## config.mk

```make
export PLATFORM = sky130hd
export DESIGN_NAME = step_scan_router
export DESIGN_NICKNAME = d
export VERILOG_FILES = /design/src/rtl/step_scan_pkg.sv /design/src/rtl/period_tick.sv /design/src/rtl/step_scan_router.sv
export SDC_FILE = /design/constraint.sdc
export NUM_CORES = 1
export LEC_CHECK = 0
export BUFFER_PORTS_ARGS = -buffer_cell sky130_fd_sc_hd__buf_2
export CORE_ASPECT_RATIO = 1.5
export CORE_MARGIN = 4
export CORE_UTILIZATION = 50
export CTS_CLUSTER_DIAMETER = 30
export DETAILED_ROUTE_END_ITERATION = 10
export HOLD_SLACK_MARGIN = 0.12
export PLACE_DENSITY_LB_ADDON = 0.12
export RECOVER_POWER = 50
export SETUP_SLACK_MARGIN = 0.02
export SLEW_MARGIN = 5
export SYNTH_ARGS = -nofsm -noshare
export SYNTH_HDL_FRONTEND = slang
export SYNTH_HIERARCHICAL = 1
export SYNTH_SLANG_ARGS = --single-unit
```

## constraint.sdc

```tcl
create_clock -name i_mclk -period 3.9 [get_ports i_mclk]
set_clock_uncertainty 0.2 [all_clocks]
set_input_delay 0.195 -clock i_mclk [delete_from_list [all_inputs] [get_ports i_mclk]]
set_output_delay 0.195 -clock i_mclk [all_outputs]
set_load 0.05 [all_outputs]
```

## src/rtl/step_scan_pkg.sv

```systemverilog
/*
 * Package for the step logic scan engine and output router: register
 * offsets, reset values, setting ranges and pass timing.
 * Assumes a single 10 MHz clock and a synchronous active-high reset.
 */
package step_scan_pkg;

	// ------------------------------------------------------------
	// Sizes
	// ------------------------------------------------------------
	localparam int NUM_STEPS = 10;
	localparam int NUM_ROUTED = 5;
	localparam int NUM_TERMINALS = 5;
	localparam int NUM_EXT_IN = 16;
	localparam int SET_W = 16;
	localparam int ADDR_W = 4;

	// ------------------------------------------------------------
	// Timing
	// ------------------------------------------------------------
	localparam int unsigned CLK_HZ = 10_000_000;
	localparam int unsigned PASS_MS = 2;
	localparam int unsigned TERM_REFRESH_MS = 5;
	localparam int unsigned PASS_CYCLES = CLK_HZ / 1000 * PASS_MS;
	localparam int unsigned TERM_REFRESH_CYCLES = CLK_HZ / 1000 * TERM_REFRESH_MS;
	localparam int TICK_W = 17;

	// ------------------------------------------------------------
	// Register offsets
	// ------------------------------------------------------------
	localparam logic [ADDR_W-1:0] STEP_SELECT_BASE = 4'h0;
	localparam logic [ADDR_W-1:0] FUNCTION_BASE = 4'h5;
	localparam logic [ADDR_W-1:0] MONITOR_SELECT_ADDR = 4'ha;
	localparam logic [ADDR_W-1:0] STATUS_ADDR = 4'hb;
	localparam logic [ADDR_W-1:0] MONITOR_VALUE_ADDR = 4'hc;

	// ------------------------------------------------------------
	// Reset values and ranges
	// ------------------------------------------------------------
	localparam logic [SET_W-1:0] STEP_SELECT_RESET = 16'h0000;
	localparam logic [SET_W-1:0] FUNCTION_RESET = 16'h0064;
	localparam logic [SET_W-1:0] MONITOR_SELECT_RESET = 16'h0001;
	localparam logic [SET_W-1:0] STEP_SELECT_MAX = 16'h000a;
	localparam logic [SET_W-1:0] FUNC_LOW_MAX = 16'h0064;
	localparam logic [SET_W-1:0] FUNC_HIGH_MIN = 16'h03e8;
	localparam logic [SET_W-1:0] FUNC_HIGH_MAX = 16'h0439;
	localparam logic [SET_W-1:0] FUNC_CANCEL = 16'h0050;
	localparam logic [SET_W-1:0] FUNC_CANCEL_INV = 16'h0438;
	localparam logic [SET_W-1:0] FUNC_CLEAR = 16'h0051;
	localparam logic [SET_W-1:0] FUNC_CLEAR_INV = 16'h0439;

	// ------------------------------------------------------------
	// Scan phases
	// ------------------------------------------------------------
	typedef enum logic [1:0] {
		PH_IDLE,
		PH_EVAL,
		PH_UPDATE
	} phase_e;

endpackage

```

## src/rtl/period_tick.sv

```systemverilog
/*
 * Free-running divider that pulses once every PERIOD clock cycles.
 * Assumes PERIOD is at least one and fits in the counter width.
 */
`timescale 1ns/10ps
`default_nettype none

module period_tick
	import step_scan_pkg::*;
#(
	parameter int unsigned PERIOD = PASS_CYCLES
)
(
	input wire logic i_mclk,
	input wire logic i_rst,
	output logic o_tick
);

	typedef struct packed {
		logic [TICK_W-1:0] count;
		logic tick;
	} tick_s;

	tick_s state;
	tick_s next_state;

	// ------------------------------------------------------------
	// Counter
	// ------------------------------------------------------------
	always_comb
	begin
		next_state = state;
		next_state.tick = 1'b0;
		if (state.count == TICK_W'(PERIOD - 1))
		begin
			next_state.count = '0;
			next_state.tick = 1'b1;
		end
		else
		begin
			next_state.count = state.count + TICK_W'(1);
		end
	end

	always_ff @(posedge i_mclk)
	begin
		if (i_rst)
			state <= '0;
		else
			state <= next_state;
	end

	assign o_tick = state.tick;

endmodule // period_tick

`default_nettype wire

```

## src/rtl/step_scan_router.sv

```systemverilog
/*
 * Scan engine and output router for a ten-step programmable logic unit.
 * The per-step functions sit outside: in each of the ten eval cycles of a pass the engine
 * names one step, and the step logic answers combinationally with that
 * step's result, reading the latched inputs and the step result vector.
 * Timer and counter values of all steps arrive as one flat input bus.
 */
// The strobed register port and the register addresses were left to the implementer.
`timescale 1ns/10ps
`default_nettype none

module step_scan_router
	import step_scan_pkg::*;
#(
	parameter int unsigned PASS_PERIOD = PASS_CYCLES,
	parameter int unsigned TERM_PERIOD = TERM_REFRESH_CYCLES
)
(
	input wire logic i_mclk,
	input wire logic i_rst,
	input wire logic [ADDR_W-1:0] i_addr,
	input wire logic [SET_W-1:0] i_wdata,
	input wire logic i_wr,
	input wire logic i_rd,
	output logic [SET_W-1:0] o_rdata,
	input wire logic [NUM_EXT_IN-1:0] i_ext_inputs,
	output logic [NUM_EXT_IN-1:0] o_latched_inputs,
	output logic o_eval_strobe,
	output logic [3:0] o_eval_step,
	input wire logic i_eval_result,
	output logic [NUM_STEPS-1:0] o_step_result,
	input wire logic [NUM_STEPS*SET_W-1:0] i_step_timer_values,
	output logic [SET_W-1:0] o_monitor_value,
	output logic [NUM_ROUTED-1:0] o_routed_output,
	output logic [NUM_ROUTED-1:0] o_routed_drive,
	output logic [NUM_ROUTED*SET_W-1:0] o_routed_function,
	input wire logic [NUM_TERMINALS*3-1:0] i_terminal_output_function_setting,
	output logic [NUM_TERMINALS-1:0] o_terminal,
	input wire logic i_cancel_logic_command,
	input wire logic i_clear_logic_timers_command,
	output logic o_logic_bypass,
	output logic o_clear_timers,
	output logic o_pass_done
);

	typedef struct packed {
		phase_e phase;
		logic [3:0] step;
		logic [NUM_EXT_IN-1:0] latched;
		logic [NUM_STEPS-1:0] result;
		logic [NUM_ROUTED-1:0] routed;
		logic [NUM_ROUTED-1:0][SET_W-1:0] sel;
		logic [NUM_ROUTED-1:0][SET_W-1:0] func;
		logic [SET_W-1:0] mon_sel;
		logic [SET_W-1:0] mon_value;
		logic [SET_W-1:0] rdata;
		logic [NUM_TERMINALS-1:0] terminal;
		logic first_pass_done;
		logic pass_done;
	} scan_s;

	scan_s state;
	scan_s next_state;

	logic pass_tick;
	logic term_tick;
	logic [NUM_ROUTED-1:0] routed_value;
	logic [NUM_ROUTED-1:0] routed_drive;
	logic [NUM_ROUTED-1:0] is_cancel;
	logic [NUM_ROUTED-1:0] is_clear;
	logic [NUM_TERMINALS-1:0] terminal_value;
	logic [SET_W-1:0] selected_value;

	// ------------------------------------------------------------
	// Pass and terminal refresh timing
	// ------------------------------------------------------------
	period_tick #(
		.PERIOD(PASS_PERIOD)
	) u_pass_tick (
		.i_mclk(i_mclk),
		.i_rst(i_rst),
		.o_tick(pass_tick)
	);

	period_tick #(
		.PERIOD(TERM_PERIOD)
	) u_term_tick (
		.i_mclk(i_mclk),
		.i_rst(i_rst),
		.o_tick(term_tick)
	);

	// ------------------------------------------------------------
	// Per-output routing and per-terminal selection
	// ------------------------------------------------------------
	genvar g;
	generate
		for (g = 0; g < NUM_ROUTED; g++)
		begin : g_routed
			// Disabled outputs read zero so they drive an inactive level, unless the function code is inverted
			assign routed_value[g] = (state.sel[g] == '0) ? 1'b0 :
				state.result[state.sel[g][3:0] - 4'h1];
			// Inverted function codes deliver the opposite sense
			assign routed_drive[g] = (state.func[g] >= FUNC_HIGH_MIN) ?
				~state.routed[g] : state.routed[g];
			assign is_cancel[g] = (state.func[g] == FUNC_CANCEL) ||
				(state.func[g] == FUNC_CANCEL_INV);
			assign is_clear[g] = (state.func[g] == FUNC_CLEAR) ||
				(state.func[g] == FUNC_CLEAR_INV);
		end
		for (g = 0; g < NUM_TERMINALS; g++)
		begin : g_term
			logic [2:0] tsel;
			assign tsel = i_terminal_output_function_setting[g*3 +: 3];
			assign terminal_value[g] = (tsel >= 3'h1 && tsel <= 3'h5) ?
				state.routed[tsel - 3'h1] : 1'b0;
		end
	endgenerate

	// Monitor value of the selected step, index already range-checked
	assign selected_value = i_step_timer_values[(state.mon_sel[3:0] - 4'h1)*SET_W +: SET_W];

	// ------------------------------------------------------------
	// Next state
	// ------------------------------------------------------------
	always_comb
	begin
		next_state = state;
		next_state.pass_done = 1'b0;
		next_state.rdata = '0;

		// Scan sequence
		case (state.phase)
			PH_IDLE:
			begin
				if (pass_tick)
				begin
					next_state.latched = i_ext_inputs;
					next_state.step = 4'h1;
					next_state.phase = PH_EVAL;
				end
			end
			PH_EVAL:
			begin
				// Stored at once, so the next step already sees it
				next_state.result[state.step - 4'h1] = i_eval_result;
				if (state.step == NUM_STEPS[3:0])
					next_state.phase = PH_UPDATE;
				else
					next_state.step = state.step + 4'h1;
			end
			PH_UPDATE:
			begin
				next_state.routed = routed_value;
				next_state.first_pass_done = 1'b1;
				next_state.pass_done = 1'b1;
				next_state.phase = PH_IDLE;
			end
			default:
			begin
				next_state.phase = PH_IDLE;
			end
		endcase

		// Terminals sample the routed outputs only on the slow refresh,
		// so pulses shorter than the refresh can be missed
		if (term_tick)
			next_state.terminal = terminal_value;

		// Monitor value follows the selected step every cycle
		next_state.mon_value = selected_value;

		// Register writes; out-of-range values are dropped
		if (i_wr)
		begin
			if (i_addr < FUNCTION_BASE)
			begin
				if (i_wdata <= STEP_SELECT_MAX)
					next_state.sel[i_addr - STEP_SELECT_BASE] = i_wdata;
			end
			else if (i_addr < MONITOR_SELECT_ADDR)
			begin
				if (i_wdata <= FUNC_LOW_MAX ||
					(i_wdata >= FUNC_HIGH_MIN && i_wdata <= FUNC_HIGH_MAX))
					next_state.func[i_addr - FUNCTION_BASE] = i_wdata;
			end
			else if (i_addr == MONITOR_SELECT_ADDR)
			begin
				if (i_wdata >= 16'h0001 && i_wdata <= STEP_SELECT_MAX)
					next_state.mon_sel = i_wdata;
			end
		end

		// Register reads, answered in the following cycle
		if (i_rd)
		begin
			if (i_addr < FUNCTION_BASE)
				next_state.rdata = state.sel[i_addr - STEP_SELECT_BASE];
			else if (i_addr < MONITOR_SELECT_ADDR)
				next_state.rdata = state.func[i_addr - FUNCTION_BASE];
			else if (i_addr == MONITOR_SELECT_ADDR)
				next_state.rdata = state.mon_sel;
			else if (i_addr == STATUS_ADDR)
				// Sixteen bits hold bypass, routed and results; clear has no room
				next_state.rdata = {o_logic_bypass, state.routed, state.result};
			else if (i_addr == MONITOR_VALUE_ADDR)
				next_state.rdata = state.mon_value;
			else
				next_state.rdata = '0;
		end
	end

	// ------------------------------------------------------------
	// State register
	// ------------------------------------------------------------
	always_ff @(posedge i_mclk)
	begin
		if (i_rst)
		begin
			state <= '0;
			state.phase <= PH_IDLE;
			state.sel <= {NUM_ROUTED{STEP_SELECT_RESET}};
			state.func <= {NUM_ROUTED{FUNCTION_RESET}};
			state.mon_sel <= MONITOR_SELECT_RESET;
		end
		else
		begin
			state <= next_state;
		end
	end

	// ------------------------------------------------------------
	// Outputs
	// ------------------------------------------------------------
	assign o_rdata = state.rdata;
	assign o_latched_inputs = state.latched;
	assign o_eval_strobe = (state.phase == PH_EVAL);
	assign o_eval_step = (state.phase == PH_EVAL) ? state.step : 4'h0;
	assign o_step_result = state.result;
	assign o_monitor_value = state.mon_value;
	assign o_routed_output = state.routed;
	// Inverted codes stay inactive too until the first pass has run
	assign o_routed_drive = state.first_pass_done ? routed_drive : '0;
	assign o_routed_function = state.func;
	assign o_terminal = state.terminal;
	assign o_logic_bypass = i_cancel_logic_command ||
		(|(is_cancel & o_routed_drive));
	assign o_clear_timers = i_clear_logic_timers_command ||
		(|(is_clear & o_routed_drive));
	assign o_pass_done = state.pass_done;

endmodule // step_scan_router

`default_nettype wire

```

After elaboration in Yosys (flattened, before gate mapping)
Cells that the tools add are included.
Storage, ports and cells
  logic and storage cells: 225
  flip-flop bits (word level): 288
  output and inout bits: 161
Cells by class
  multiplexer cells: 63
  magnitude comparators: 38
  equality and inequality tests: 31
  $add $sub $neg: 16
  bitwise operators: 10
  shifts and indexed selects: 1
  reduce and logical (&&, ||, !) cells: 41
Operators by type and width (count)
  80-bit bitwise mux: 2
  16-bit by 11-bit equality test with 1-bit output, second input constant: 10
  16-bit by 7-bit equality test with 1-bit output, second input constant: 10
  160-bit by 33-bit variable part select with 16-bit output: 1
  16-bit 2-to-1 mux: 9
  16-bit binary-select mux with 3-bit select: 2
  16-bit demux with 3-bit select: 2
  16-bit by 10-bit greater-or-equal comparator with 1-bit output, second input constant: 6
  16-bit logical NOT: 5
  17-bit by 1-bit adder with 17-bit output, second input constant: 2
  4-bit by 5-bit < comparator with 1-bit output, second input constant: 6
  1-bit 2-to-1 mux: 29
  4-bit by 1-bit subtractor with 4-bit output, second input constant: 6
  22-bit 2-to-1 mux: 1
  1-bit binary-select mux with 4-bit select: 5
  3-bit by 4-bit < comparator with 1-bit output, second input constant: 5
  17-bit by 15-bit equality test with 1-bit output, second input constant: 1
  17-bit by 16-bit equality test with 1-bit output, second input constant: 1
  4-bit equality test, second input constant: 4
  16-bit by 1-bit greater-or-equal comparator with 1-bit output, second input constant: 1
  16-bit by 11-bit <= comparator with 1-bit output, second input constant: 1
  16-bit by 4-bit <= comparator with 1-bit output, second input constant: 1
  16-bit by 7-bit <= comparator with 1-bit output, second input constant: 1
  1-bit binary-select mux with 3-bit select: 5
  other kinds (32): 84

Depth between registers and ports, before layout
  depth after elaboration: 10
  depth in mapped cells: 13
  mapped depth without buffers: 8

Modules after synthesis
The synthesis kept the hierarchy.
By module, submodules not included
  step_scan_router: times used 1, sequential area each 5044.8 um^2, area each 14741.6 um^2, cells an instance 1581
  period_tick at u_pass_tick: times used 1, sequential area each 360.3 um^2, area each 778.2 um^2, cells an instance 87
  period_tick at u_term_tick: times used 1, sequential area each 360.3 um^2, area each 778.2 um^2, cells an instance 88

Worst setup path after synthesis
OpenSTA, ideal clock, no wires.
  kind: register to register
  start: register state[39] (netlist name)
  end: register state (netlist bit o_monitor_value[0])
  cell stages (with the launch flop): 13
  path slack: 597 ps
  arrival time: 2972 ps
  data required time: 3569 ps
  period minus slack after synthesis: 3303 ps
  library setup time: 131 ps
  cells stage by stage: dfxtp_1 > clkbuf_1 > buf_2 > buf_2 > buf_2 > inv_1 > ha_1 > clkbuf_1 > clkbuf_1 > mux4_2 > o2bb2ai_1 > a21oi_1 > nor2_1
On the way
  cells in the longest elaborated chain, start to end: 2
RTL lines
  from (decl): line step_scan_router.sv:62  | scan_s state;
  from (signal assigned): line step_scan_router.sv:228  | state <= next_state;
  4-bit by 1-bit subtractor with 5-bit output: line step_scan_router.sv:121  | assign selected_value = i_step_timer_values[(state.mon_sel[3:0] - 4'h1)*SET_W +: SET_W];
  160-bit by 33-bit variable part select with 16-bit output: line step_scan_router.sv:121
No other way between the ends.
A chain may end at the register's enable or synchronous reset.

Worst setup path after layout
  start: input port i_wdata[8]
  end: register state[40] (netlist name)
On the way
  cells in the longest elaborated chain, start to end: 3
  elaborated cells between the ends (all ways): 4
RTL lines
  from (decl): line step_scan_router.sv:22  | input wire logic [SET_W-1:0] i_wdata,
  16-bit by 1-bit greater-or-equal comparator with 1-bit output or 16-bit by 4-bit <= comparator with 1-bit output (tied branches): line step_scan_router.sv:189  | if (i_wdata >= 16'h0001 && i_wdata <= STEP_SELECT_MAX)
  1-bit logical AND *: line step_scan_router.sv:189
  5-bit AND reduction (no line) *
Mark *: on every way between the ends. The rest lies on a longest branch, timed or not.

==> results.py <==
metrics = {
    "cts": {
        "cts_resized": 0,
        "clkSinkCount": 288,
        "clk_pin_slew_worst_paths_ps": 50,
        "cts_tree": "built",
        "worstSkewPairLatency_ps": 570,
        "root_buffer": "clkbuf_16",
        "htree_levels": 2,
        "cts_max_path_buffers": 3,
        "postCtsSetupBuffers": 0,
        "cts_buffers": 51,
    },
    "worst_setup_path": {
        "reg2reg_depth": 9,
        "reg2reg_from": "state[40]",
        "cp-start-kind": "primary input",
        "critPathCaptureType": "register",
        "path_cells": "dlygate4sd3_1 > buf_2 > nor3_1 > dlygate4sd3_1 > nand3_1 > a211oi_2 > mux2i_1 > dlygate4sd3_1 > nor2_1",
        "crit_fanout": 6,
        "arrival_ps": 3630,
        "max_stage_delay_ps": 680,
        "crit_type": "primary input to register",
        "rr_endpoint": "o_monitor_value[3]",
        "critPathRequiredTime_ps": 4130,
        "regToRegSetupSlack_ps": 650,
        "cpMostUsedCell": "dlygate4sd3_1",
        "cpMaxStageDelayCell": "dlygate4sd3_1",
    },
    "finish": {
        "drive_above_1_share_pct": 21.67,
        "fin_cells": 2519,
        "nets": 2317,
        "antenna_cells": 0,
        "area_growth_syn_to_layout_pct": 23.27,
    },
    "timing": {
        "fin_crit_sh_pct": 87.05,
        "tns_ps": 0,
        "rsz0062_at_grt": "no",
        "min_period_ps": 3395,
        "hold_viol_final": 0,
        "fmax_ghz": 0.2946,
        "drv_slew": 76,
        "worst_pin_slew_ps": 1607,
        "whs_ps": 158.0,
        "slew_headroom_pct": -7.163,
        "fin_ws_ps": 505.2,
        "finalSetupViolCount": 0,
    },
    "status": {
        "violations": "max-capacitance violations, max-slew violations",
        "status": "finished with violations",
    },
    "placement": {
        "placedCellCount": 2323,
        "place_hpwl_microns": 42940,
        "dp_slack_ps": 907.6,
        "portBuffers": 378,
        "routabilityCongestion": 0.9737,
    },
    "drt": {
        "ant_nets": 0,
        "first_iter_violations": 1148,
        "via_count": 14800,
        "drt_first_pass_iters": 6,
        "drc": 0,
        "wire_per_inst_microns": 22.68,
        "wl_microns": 57140,
        "routed_via_density": 5.875,
    },
    "grt": {
        "groute.usage.overall_pct": 30.94,
        "grt_pass1_wl_microns": 86390,
        "antenna_found_initial": 0,
        "grt_pass1_vias": 14690,
        "grt_max_degree": 76,
        "grt_overflow": 0,
    },
    "worst_hold_path": {
        "hold_class": "primary input to register",
        "holdCritStartpoint": "i_wdata[13]",
        "worstHoldPathCells": 7,
        "hold_end": "o_routed_function[64]",
    },
    "pwr": {
        "power_leakage_uw": 0.008163,
        "design_power_total_uw": 8495,
        "pwr_density_cell_mw_per_mm2": 422.8,
        "vdd_drop_max_v": 0.0003525,
    },
    "synth": {
        "synth.net_count": 2007,
        "synth_top_area_share_pct": 35.38,
        "async_flop_share_pct": 0,
        "synth_flop_cell": "dfxtp_1",
        "avgSynthCellArea_sq_um": 9.281,
        "synth_warnings": 6,
        "synthSimpleGateAreaFrac_pct": 21.07,
        "synthCells": 1756,
        "synth-edff-count": 0,
        "yosys.area.top_type": "dfxtp_1",
        "netlist_area_sq_mm": 0.01630,
        "ys_seq_area_share_pct": 35.38,
        "synthTopCellsByArea": "dfxtp_1 35%, mux4_2 11%, buf_4 6.9%",
        "synth-compound-area-share_pct": 10.01,
        "ys_ff_latch": 288,
        "synthMuxAreaShare_pct": 17.30,
        "synthAdderAreaFrac_pct": 2.533,
        "synth_top_family_by_area": "simple AND/OR/NAND/NOR gates",
        "synth_xor_xnor_area_share_pct": 2.633,
        "ys_types": 70,
    },
    "floorplanning": {
        "rows": 80,
        "core_area_sq_mm": 0.03203,
        "die_y_microns": 229.1,
        "initial_core_util_pct": 50.88,
        "ios": 379,
        "die_w_microns": 155.4,
        "dieArea_sq_mm": 0.03561,
    },
    "run": {
        "maxCapViolCount": 1,
    },
}
[layer usage]
layer  up-vias  global-route usage (%)  wire length [microns]
li1       6776                       -                      -
met1      7202                   38.19                  22130
met2       649                   52.36                  28250
met3       172                   4.721                   3583
met4         0                   15.19                   3180
met5         -                       0                      0
[how the worst max path moves through the flow]
stage	from	end	slack [ps]	cells past startpoint
after floorplan	state[39]	o_monitor_value[0]	600	12
after global placement	i_addr[0]	o_routed_function[29]	960	10
after detailed placement	i_addr[0]	o_routed_function[41]	910	9
after CTS	o_routed_function[55]	o_logic_bypass	560	7
after global routing	i_addr[2]	state[181]	340	8
final	i_wdata[8]	state[40]	510	9
[kinds of logic after synthesis]
family	after synthesis
simple gates	642
compound gates	247
xor+xnor	49
buf+inv	313
fa+ha+maj	33
mux	184
flops	288
[Yosys cell counts, types with 14 or more instances]
cell type,number
a221o_1,14
buf_4,149
mux4_2,78
inv_1,59
xor2_1,19
dfxtp_1,288
a21oi_1,80
a31oi_1,18
nand4_1,30
nor4b_1,15
nand2b_1,32
nor3_1,51
nand2_1,101
nor3b_1,21
nor2b_1,16
nor2_1,170
ha_1,33
nand3_1,41
o211ai_1,21
nor4_1,32
o21ai_0,34
o2bb2ai_1,16
mux2i_1,105
and2_1,69
a22oi_1,31
xnor2_1,30
clkbuf_1,78
[report_power, final]
group	switching [uW]	total, uW	leakage [uW]	internal [uW]
clock	1620	4890	0.000921	3260
sequential	21.6	2990	0.00233	2970
combinational	351	623	0.00492	271
[layout make-up]
type	count	area, sq um
multi-input cells	1155	8738
clock inverters	37	553.0
inverters	61	229.0
flip-flops and latches	288	5769
fillers	2838	11940
clock buffers	59	1358
well taps	410	513.0
repair buffers	509	2930
[flip-flops by register name (all words and copies together) (netlist names)]
name,flops
state,103
o_routed_function,80
u_pass_tick/state,17
u_term_tick/state,17
o_latched_inputs,16
o_monitor_value,16
o_rdata,16
o_step_result,10
o_routed_output,5
o_terminal,5
o_pass_done,1
u_pass_tick/o_tick,1
u_term_tick/o_tick,1
[per-stage QoR]
stage	area (sq um)	util (%)
floorplan	16300	-
global placement	17390	54.29
detailed placement	17390	54.29
CTS	20300	63.38
global route	20090	62.72
finish	20090	62.72
[critical path: cells and delay by family]
kind | cells | cell delay, ps
muxes | 1 | 250
buffers and inverters | 4 | 1950
and+or+nand+nor | 3 | 610
AOI/OAI and AO/OA | 1 | 610
[layout by cell type (no fill, tap or decap), types with 8 or more instances in the layout]
master and count:
dlygate4sd3_1 100, inv_6 8, o21ai_0 34, and2_4 10, buf_4 29, a21oi_1 80
nand4_1 30, inv_1 59, nor3_1 52, nand3_1 41, dfxtp_1 287, nor2_1 170
mux2i_1 105, xor2_1 19, a31oi_1 18, nand2b_1 32, o211ai_1 21, or3_1 8
a22oi_1 31, o2bb2ai_1 16, nor3b_1 20, mux4_2 78, clkbuf_1 156, and3_1 9
ha_1 33, xnor2_1 29, bufinv_16 11, clkbuf_16 52, nor2b_1 15, nor4_1 32
and2_1 69, nand2_1 101, buf_2 227, nor4b_1 15, a221o_1 14
[timing repair]
action,in CTS,in global routing
hold buffers,100,0
setup endpoints to repair,0,0
hold endpoints to repair,152,0
(Power assumes the default switching activity.)
